===== config.mk =====
export PLATFORM = sky130hd
export DESIGN_NAME = cidt_decoder
export DESIGN_NICKNAME = d
export VERILOG_FILES = /design/src/cidt_pkg.sv /design/src/cidt_decoder.sv
export VERILOG_INCLUDE_DIRS = /design/src
export SDC_FILE = /design/constraint.sdc
export NUM_CORES = 1
export LEC_CHECK = 0
export BUFFER_PORTS_ARGS = -buffer_cell sky130_fd_sc_hd__buf_2
export CAP_MARGIN = 0
export CORE_AREA = 2 2 106 108
export DETAILED_ROUTE_END_ITERATION = 8
export DIE_AREA = 0 0 108 110
export GPL_TIMING_DRIVEN = 0
export PLACE_DENSITY = 0.9
export SYNTH_ARGS = -nofsm -noshare
export SYNTH_HDL_FRONTEND = slang
export SYNTH_SLANG_ARGS = --single-unit

===== constraint.sdc =====
create_clock -name clk -period 11.3 [get_ports clk]
set_clock_uncertainty 0.15 [all_clocks]
set_input_delay 0 -clock clk [delete_from_list [all_inputs] [get_ports clk]]
set_output_delay 0 -clock clk [all_outputs]
set_load 0.03 [all_outputs]

===== src/cidt_defs.svh =====
`ifndef CIDT_DEFS_SVH
`define CIDT_DEFS_SVH
// Behaviour
// - a single word is 24 bits; its leading 8-bit field is the opcode.
// - only three opcodes span two program words; all others are single word.
// - two-word instructions carry 48 bits; second word's upper 8 bits are zero.
// - a lone second word reached by itself executes as a no-operation.
// - a single-word instruction normally completes in one instruction cycle.
// - true condition or program counter change adds one no-operation cycle.
// - jumps, computed or indirect branches, table accesses, returns take two or three cycles.
// - taken skip costs two cycles over one word, three over two words.
// - every double-word instruction, double-word moves included, takes two cycles.
// - instructions sort into word/byte, bit, literal and control classes.
// - three-operand forms: unmodified first source, second source and result may be modified.
// - file-register forms name a memory address; result goes there or accumulator.
// - bit forms name a register or memory; bit from literal or register.
// - literal moves load a literal into a working register or memory location.
// - literal arithmetic uses unmodified source; separate result only when flagged different.
// - control forms carry a program address or a table transfer mode.

// word layout
`define CIDT_WORD_W 24
`define CIDT_OP_HI 23
`define CIDT_OP_LO 16
`define CIDT_OPD_W 16
`define CIDT_ZERO_OP 8'h00

// opcodes that the sequencer must recognise
`define CIDT_OP_JUMP_ALWAYS 8'h01
`define CIDT_OP_COMPUTED 8'h02
`define CIDT_OP_IND_CALL 8'h03
`define CIDT_OP_IND_JUMP 8'h04
`define CIDT_OP_TBL_READ 8'h05
`define CIDT_OP_TBL_WRITE 8'h06
`define CIDT_OP_RETURN 8'h07
`define CIDT_OP_INT_RETURN 8'h08
`define CIDT_OP_COND_BRANCH 8'h09
`define CIDT_OP_CALL_LONG 8'h0a
`define CIDT_OP_GOTO_LONG 8'h0b
`define CIDT_OP_MOVE_LONG 8'h0c
`define CIDT_OP_SKIP 8'h0d
`define CIDT_OP_DMOVE 8'h7e

// cycle counts per instruction
`define CIDT_CYC_BRANCH 2
`define CIDT_CYC_TABLE 2
`define CIDT_CYC_RETURN 3
`define CIDT_CYC_DOUBLE 2
`define CIDT_CYC_TAKEN 2
`endif


===== src/cidt_pkg.sv =====
package cidt_pkg;
	// operand classes, from opcode bits 7:6
	typedef enum logic [1:0] {
		CIDT_CLS_CTRL = 2'b00,
		CIDT_CLS_WORD = 2'b01,
		CIDT_CLS_BIT = 2'b10,
		CIDT_CLS_LIT = 2'b11
	} cidt_class_t;

	// sequencer states, one-hot
	typedef enum logic [5:0] {
		CIDT_ST_FETCH = 6'b00_0001,
		CIDT_ST_SECOND = 6'b00_0010,
		CIDT_ST_ISSUE = 6'b00_0100,
		CIDT_ST_BUBBLE = 6'b00_1000,
		CIDT_ST_SKIP = 6'b01_0000,
		CIDT_ST_SKIP2 = 6'b10_0000
	} cidt_state_t;

	// decoded instruction handed to the execute datapath
	typedef struct packed {
		logic [7:0] opcode;
		cidt_class_t op_class;
		logic byte_mode;
		logic two_word;
		logic [3:0] first_source_register;
		logic [3:0] second_source_register;
		logic [1:0] source_mode;
		logic [3:0] result_register;
		logic [1:0] result_mode;
		logic [12:0] file_addr;
		logic to_file;
		logic to_default_accumulator;
		logic [3:0] bit_number;
		logic bit_from_register;
		logic [15:0] literal;
		logic [22:0] prog_addr;
		logic [1:0] table_mode;
	} cidt_dec_t;
endpackage : cidt_pkg


===== src/cidt_decoder.sv =====
`timescale 1ns/1ps
`include "cidt_defs.svh"

module cidt_decoder #(
	parameter int unsigned CYC_BRANCH = `CIDT_CYC_BRANCH,
	parameter int unsigned CYC_TABLE = `CIDT_CYC_TABLE,
	parameter int unsigned CYC_RETURN = `CIDT_CYC_RETURN
) (
	// clock and reset
	input wire logic clk,
	input wire logic rstn,
	// program memory fetch side
	input wire logic fetch_valid,
	input wire logic [23:0] fetch_word,
	output logic fetch_ready,
	output logic fetch_flush,
	// execute datapath side
	output cidt_pkg::cidt_dec_t dec,
	output logic issue,
	output logic bubble,
	input wire logic exec_taken
);

	// the bubble counter is two bits wide, so no count may exceed three cycles
	generate
		if (CYC_BRANCH < 2 || CYC_BRANCH > 3 || CYC_TABLE < 2 || CYC_TABLE > 3
			|| CYC_RETURN < 2 || CYC_RETURN > 3)
		begin : g_bad_cycles
			$error("cidt_decoder: multi-cycle counts must be 2 or 3");
		end
	endgenerate

	localparam logic [1:0] EXTRA_BRANCH = 2'(CYC_BRANCH - 1);
	localparam logic [1:0] EXTRA_TABLE = 2'(CYC_TABLE - 1);
	localparam logic [1:0] EXTRA_RETURN = 2'(CYC_RETURN - 1);
	localparam logic [1:0] EXTRA_DOUBLE = 2'(`CIDT_CYC_DOUBLE - 1);
	localparam logic [1:0] EXTRA_TAKEN = 2'(`CIDT_CYC_TAKEN - 1);

	cidt_pkg::cidt_state_t state_q, state_d;
	cidt_pkg::cidt_dec_t dec_q, dec_d;
	logic [23:0] word1_q;
	logic [1:0] extra_q, extra_d;
	logic cond_q, cond_d;
	logic skip_q, skip_d;
	logic redirect_q, redirect_d;
	logic [1:0] cnt_q, cnt_d;
	logic ready_q, ready_d;
	logic flush_q, flush_d;
	logic issue_q, issue_d;
	logic bubble_q, bubble_d;

	// fields of the incoming word
	wire logic take = fetch_valid & ready_q;
	wire logic [7:0] in_op = fetch_word[`CIDT_OP_HI:`CIDT_OP_LO];
	wire logic in_two_word = (in_op == `CIDT_OP_CALL_LONG) | (in_op == `CIDT_OP_GOTO_LONG)
		| (in_op == `CIDT_OP_MOVE_LONG);

	// instruction under decode: first word held while the second one arrives
	wire logic in_second = state_q == cidt_pkg::CIDT_ST_SECOND;
	wire logic [23:0] w1 = in_second ? word1_q : fetch_word;
	wire logic [7:0] op = w1[`CIDT_OP_HI:`CIDT_OP_LO];
	wire logic [15:0] opd = w1[15:0];
	// second word contributes only its low bits; its top byte is zero
	wire logic [15:0] ext = in_second ? fetch_word[15:0] : 16'h0000;
	wire cidt_pkg::cidt_class_t cls = cidt_pkg::cidt_class_t'(op[7:6]);

	// attributes that steer the cycle count
	wire logic is_branch = (op == `CIDT_OP_JUMP_ALWAYS) | (op == `CIDT_OP_COMPUTED)
		| (op == `CIDT_OP_IND_CALL) | (op == `CIDT_OP_IND_JUMP);
	wire logic is_table = (op == `CIDT_OP_TBL_READ) | (op == `CIDT_OP_TBL_WRITE);
	wire logic is_return = (op == `CIDT_OP_RETURN) | (op == `CIDT_OP_INT_RETURN);
	wire logic is_long_pc = (op == `CIDT_OP_CALL_LONG) | (op == `CIDT_OP_GOTO_LONG);
	wire logic is_double = in_second | (op == `CIDT_OP_DMOVE);
	wire logic is_cond = op == `CIDT_OP_COND_BRANCH;
	wire logic is_skip = op == `CIDT_OP_SKIP;

	// fixed extra cycles; conditional ones are added at issue
	wire logic [1:0] fixed_extra = is_branch ? EXTRA_BRANCH :
		is_table ? EXTRA_TABLE :
		is_return ? EXTRA_RETURN :
		is_double ? EXTRA_DOUBLE : 2'b00;

	// operand field extraction per class
	always_comb
	begin
		dec_d = '0;
		dec_d.opcode = op;
		dec_d.op_class = cls;
		dec_d.byte_mode = op[0];
		dec_d.two_word = in_second;
		case (cls)
			cidt_pkg::CIDT_CLS_WORD:
			begin
				if (op[1])
				begin
					// file form, result to memory or accumulator
					dec_d.file_addr = opd[12:0];
					dec_d.to_default_accumulator = opd[13];
					dec_d.to_file = ~opd[13];
					dec_d.byte_mode = opd[14];
				end
				else
				begin
					// first source has no address modifier
					dec_d.first_source_register = opd[15:12];
					dec_d.second_source_register = opd[3:0];
					dec_d.source_mode = opd[5:4];
					dec_d.result_register = opd[9:6];
					dec_d.result_mode = opd[11:10];
				end
			end
			cidt_pkg::CIDT_CLS_BIT:
			begin
				// target register or memory, bit by literal or register
				dec_d.bit_number = opd[3:0];
				if (op[1])
				begin
					dec_d.to_file = 1'b1;
					dec_d.file_addr = {1'b0, opd[15:4]};
				end
				else
				begin
					dec_d.bit_from_register = opd[4];
					dec_d.first_source_register = opd[3:0];
					dec_d.second_source_register = opd[8:5];
					dec_d.source_mode = opd[10:9];
				end
			end
			cidt_pkg::CIDT_CLS_LIT:
			begin
				if (op[5])
				begin
					// result register only when flagged separate
					dec_d.first_source_register = opd[3:0];
					dec_d.literal = {11'h000, opd[8:4]};
					dec_d.result_register = opd[9] ? opd[13:10] : opd[3:0];
					dec_d.result_mode = opd[9] ? opd[15:14] : 2'b00;
				end
				else if (op[1])
				begin
					dec_d.to_file = 1'b1;
					dec_d.literal = {8'h00, opd[7:0]};
					dec_d.file_addr = {5'h00, opd[15:8]};
				end
				else
				begin
					dec_d.result_register = opd[3:0];
					dec_d.literal = {4'h0, opd[15:4]};
				end
			end
			default:
			begin
				dec_d.table_mode = opd[1:0];
				dec_d.prog_addr = {ext[6:0], opd};
				if (op == `CIDT_OP_MOVE_LONG)
				begin
					dec_d.result_register = opd[3:0];
					dec_d.literal = {ext[7:0], opd[11:4]};
				end
			end
		endcase
	end

	// sequencer: fetch, second word, issue slot, no-operation slots, skipped words
	always_comb
	begin
		state_d = state_q;
		extra_d = extra_q;
		cond_d = cond_q;
		skip_d = skip_q;
		redirect_d = redirect_q;
		cnt_d = cnt_q;
		ready_d = ready_q;
		flush_d = 1'b0;
		issue_d = 1'b0;
		bubble_d = 1'b0;
		case (state_q)
			cidt_pkg::CIDT_ST_FETCH:
			begin
				if (take && in_two_word)
				begin
					state_d = cidt_pkg::CIDT_ST_SECOND;
				end
				else if (take)
				begin
					// a lone zero-topped word decodes as opcode zero, a no-operation
					// one issue slot unless extras apply
					state_d = cidt_pkg::CIDT_ST_ISSUE;
					ready_d = 1'b0;
					issue_d = 1'b1;
					extra_d = fixed_extra;
					cond_d = is_cond;
					skip_d = is_skip;
					redirect_d = is_branch | is_return;
				end
			end
			cidt_pkg::CIDT_ST_SECOND:
			begin
				if (take)
				begin
					state_d = cidt_pkg::CIDT_ST_ISSUE;
					ready_d = 1'b0;
					issue_d = 1'b1;
					extra_d = fixed_extra;
					cond_d = 1'b0;
					skip_d = 1'b0;
					redirect_d = is_long_pc;
				end
			end
			cidt_pkg::CIDT_ST_ISSUE:
			begin
				if (skip_q && exec_taken)
				begin
					// skipped words are consumed and dropped
					state_d = cidt_pkg::CIDT_ST_SKIP;
					ready_d = 1'b1;
				end
				else if (cond_q && exec_taken)
				begin
					// taken condition adds a no-operation cycle
					state_d = cidt_pkg::CIDT_ST_BUBBLE;
					cnt_d = EXTRA_TAKEN - 2'd1;
					bubble_d = 1'b1;
					flush_d = 1'b1;
				end
				else if (extra_q != 2'b00)
				begin
					state_d = cidt_pkg::CIDT_ST_BUBBLE;
					cnt_d = extra_q - 2'd1;
					bubble_d = 1'b1;
					flush_d = redirect_q;
				end
				else
				begin
					state_d = cidt_pkg::CIDT_ST_FETCH;
					ready_d = 1'b1;
				end
			end
			cidt_pkg::CIDT_ST_BUBBLE:
			begin
				if (cnt_q != 2'b00)
				begin
					cnt_d = cnt_q - 2'd1;
					bubble_d = 1'b1;
				end
				else
				begin
					state_d = cidt_pkg::CIDT_ST_FETCH;
					ready_d = 1'b1;
				end
			end
			cidt_pkg::CIDT_ST_SKIP:
			begin
				if (take)
				begin
					bubble_d = 1'b1;
					state_d = in_two_word ? cidt_pkg::CIDT_ST_SKIP2 : cidt_pkg::CIDT_ST_FETCH;
				end
			end
			cidt_pkg::CIDT_ST_SKIP2:
			begin
				if (take)
				begin
					// second word of a skipped pair
					bubble_d = 1'b1;
					state_d = cidt_pkg::CIDT_ST_FETCH;
				end
			end
			default:
			begin
				state_d = cidt_pkg::CIDT_ST_FETCH;
				ready_d = 1'b1;
			end
		endcase
	end

	// state and handshake registers
	always_ff @(posedge clk)
	begin
		if (!rstn)
		begin
			state_q <= cidt_pkg::CIDT_ST_FETCH;
			ready_q <= 1'b1;
			extra_q <= 2'b00;
			cond_q <= 1'b0;
			skip_q <= 1'b0;
			redirect_q <= 1'b0;
			cnt_q <= 2'b00;
		end
		else
		begin
			state_q <= state_d;
			ready_q <= ready_d;
			extra_q <= extra_d;
			cond_q <= cond_d;
			skip_q <= skip_d;
			redirect_q <= redirect_d;
			cnt_q <= cnt_d;
		end
	end

	// pulses toward execute and fetch
	always_ff @(posedge clk)
	begin
		if (!rstn)
		begin
			flush_q <= 1'b0;
			issue_q <= 1'b0;
			bubble_q <= 1'b0;
		end
		else
		begin
			flush_q <= flush_d;
			issue_q <= issue_d;
			bubble_q <= bubble_d;
		end
	end

	// first word held across the second fetch; decode latched at issue only
	always_ff @(posedge clk)
	begin
		if (!rstn)
		begin
			word1_q <= 24'h00_0000;
			dec_q <= '0;
		end
		else
		begin
			if (take && state_q == cidt_pkg::CIDT_ST_FETCH)
			begin
				word1_q <= fetch_word;
			end
			if (issue_d)
			begin
				dec_q <= dec_d;
			end
		end
	end

	// outputs straight from flops
	assign fetch_ready = ready_q;
	assign fetch_flush = flush_q;
	assign issue = issue_q;
	assign bubble = bubble_q;
	assign dec = dec_q;

endmodule : cidt_decoder


==> impl_metrics.ini <==
[finish]
multi_input_area_um2 = 3480
regArea_um2 = 2520
num-nets-final = 962
area_growth_pct = 25.6
most-common-layout-cells = nand2_1 (133), buf_2 (128), dfxtp_1 (126)
nFillCells = 812
antennaDiodeCount = 0
finish.utilization_pct = 74.1
final_common_cell = nand2_1
drive_gt1_share_pct = 21.5

[placement]
dp_hpwl_mm = 15.7
place_congestion = 1.08
io_buffer_count = 117

[grt]
antenna_found_initial = 0
grt_pass1_vias = 6305
grt_max_degree = 17
grt_pass1_wl_mm = 34.6
grt_use_total_pct = 38.7
overflow = 0

[cts]
h-tree-depth = 4
numCtsBuffers = 17
post_cts_buffers = 0
clock_sinks = 126
clk_pin_slew_ns = 0.07
cts_tree = built
cts_buffer_depth = 2
clockRootBuffer = clkbuf_8
clock_latency_ns = 0.53

[logic_synthesis]
yosys.area.top_type = dfxtp_1
synth-main-ff-cell = dfxtp_1
synth_nets = 799
syn_avg_cell_area_um2 = 8.26
synth_edf_count = 0
synthCells = 764
ys_warn_count = 0
syn_area_um2 = 6310
synthTopCellsByArea = dfxtp_1 (40%), nand2_1 (7.9%), a21oi_1 (4.9%)
yosys.area.top_type_share_pct = 40.0
ys_ff_latch = 126
ys_seq_area_share_pct = 40.0
async_reset_ff_share_pct = 0
synth_cell_type_count = 68

[setup_path]
critPathSlowestCell = mux2i_1
crit_path_end_kind = flip-flop
rrSetupSlack_ns = 5.97
required_ns = 11.61
startpoint = state_q[4]$_SDFFE_PN0P_
cp_max_fo = 10
crit_chain = clkbuf_2, nor4_4, nand2_4, buf_2, buf_1, mux2i_1, ha_1, or3b_2, a2111oi_0, o21ai_1, nor3_1, o21ai_0, o211ai_1
r2r-start = state_q[4]$_SDFFE_PN0P_
regToRegEndpoint = dec[66]$_SDFFE_PN0P_
arrival_ns = 5.63
crit_path_start_kind = flip-flop
endpoint = dec[66]$_SDFFE_PN0P_
crit_type = flip-flop to flip-flop
ff2ff_path_depth = 13
cp_slowest_stage_delay_ns = 0.67

[die]
die_area_um2 = 11900
floorplan.initialDensity_pct = 59.0
fp-row-count = 38
die_y_um = 110
fp.coreArea_um2 = 10700
pin_count = 121
die_w_um = 108

[sta]
worst_pin_slew_ns = 0.828
setup_viol = 0
finalHoldViolCount = 0
finalCritPeriodShare_pct = 47.1
min_period_ns = 5.33
relSlewSlack_pct = 44.6
tns_ns = 0
fmax_mhz = 188
finalMaxSlewViolations = 0
rsz0062_at_grt = no

[power]
leakage_nw = 3.31
switchingPower_w = 0.000597
power_density_nw_per_um2 = 196
pwr-share-seq_pct = 34.7
p_comb_share_pct = 29.9
switching_share_pct = 38.3
pwr-share-clk_pct = 35.4
ir_worst_vdd_mv = 0.131
internal_power_w = 0.000961

[route]
wl_per_cell_um = 21.3
ant_nets = 0
drt_iter0_drc = 1039
wl_mm = 23.0
drcViolationCount = 0
drt_first_pass_iters = 7
vias = 7036
avgViaCountPerCell = 6.51

[outcome]
status = finished, final reports clean

[worst_hold_path]
min_path_type = input port to flip-flop

[job]
maxCapViolCount = 0
[cell families (layout without fill, tap and decap cells)]
logic type | after synthesis | count (layout) | share of synthesized area (%)
AOI/OAI and AO/OA | 220 | 220 | 22.1
xor gates and xnor gates | 5 | 5 | 0.694
adders and majority gates | 7 | 7 | 1.39
buffers and inverters | 72 | 248 | 4.90
DFF | 126 | 126 | 40.0
muxes | 37 | 37 | 6.42
and+or+nand+nor | 297 | 297 | 24.6
[cell usage after synthesis (all sizes together), types with 8 or more instances]
master and n:
inv 11, a211oi 12, nor2 30, nor4 9
a22oi 21, nand3 23, nand4 19, a31oi 15
nand2b 12, a21oi 62, a22o 15, mux2i 19
o21ai 53, nand4b 8, nand2 134, o211ai 8
clkbuf 43, nor3 8, buf 18, mux2 18
nor3b 10, dfxtp 126
[power by group through the flow]
stage                     clock network (W)  registers, W  logic, W
after floorplan                           0      0.000603  0.000246
after global placement                    0      0.000546  0.000435
after detailed placement                  0      0.000547  0.000440
after CTS                          0.000545      0.000538  0.000451
after global routing               0.000569      0.000545  0.000495
final                              0.000551      0.000541  0.000466
[cell type report]
type                            instances  area share [%]
Buffer                                 61            3.38
Clock buffer                           19            5.44
Timing Repair Buffer                  144            10.8
Multi-Input combinational cell        566            43.9
Inverter                               11           0.521
Tap cell                              140            2.21
Clock inverter                         13            1.96
Sequential cell                       126            31.8
[worst max-delay path, delay by kind of cell (launching register included)]
| kind | cells | cell delay (ns) |
|---|---|---|
| compound gates | 4 | 1.18 |
| fa+ha+maj | 1 | 0.35 |
| buf+inv | 3 | 0.82 |
| flops | 1 | 0.30 |
| mux | 1 | 0.67 |
| simple gates | 4 | 1.77 |
[sequential cells by signal, summed over array words and instances, names as in the netlist]
register,flops
dec,85
word1_q,24
state_q,6
cnt_q,2
extra_q,2
bubble,1
cond_q,1
fetch_flush,1
fetch_ready,1
issue,1
redirect_q,1
skip_q,1
[how the worst min path moves through the flow]
| stage | startpoint | to | slack, ns | cells after the start |
|---|---|---|---|---|
| 2_1_floorplan | fetch_word[4] | dec[37]$_SDFFE_PN0P_ | -0.02 | 1 |
| 3_3_place_gp | fetch_word[4] | dec[37]$_SDFFE_PN0P_ | 0.11 | 2 |
| 3_5_place_dp | fetch_word[7] | dec[40]$_SDFFE_PN0P_ | 0.12 | 2 |
| 4_1_cts | fetch_word[17] | state_q[1]$_SDFFE_PN0P_ | 0.07 | 5 |
| 5_1_grt | fetch_word[17] | state_q[1]$_SDFFE_PN0P_ | 0.12 | 5 |
| 6_report | fetch_word[17] | state_q[1]$_SDFFE_PN0P_ | 0.09 | 5 |
[routing by layer]
layer | vias up | routed length (um) | track usage, %
li1 | 3116 | - | -
met1 | 3198 | 8820 | 53.1
met2 | 613 | 9910 | 58.0
met3 | 109 | 3340 | 10.2
met4 | 0 | 947 | 15.8
met5 | - | 0 | 0
[what timing repair did]
action / in CTS / in global routing
endpoints found under the setup margin: 0 / 0
endpoints found under the hold margin: 108 / 0
hold buffers: 27 / 0
gates resized for setup: 0 / 0
[per-stage QoR]
step	hold slack [ns]	std cells	area (um^2)	total power, W	worst slack (ns)
6_report	0.0868	1080	7930	0.00156	5.97
5_1_grt	0.117	1080	7930	0.00161	5.72
3_3_place_gp	0.107	1021	7070	0.000981	6.30
2_1_floorplan	-0.0243	764	6310	0.000849	7.56
4_1_cts	0.0659	1080	7930	0.00153	6.21
3_5_place_dp	0.120	1021	7070	0.000987	6.23
Power figures use the tool's default switching activity.
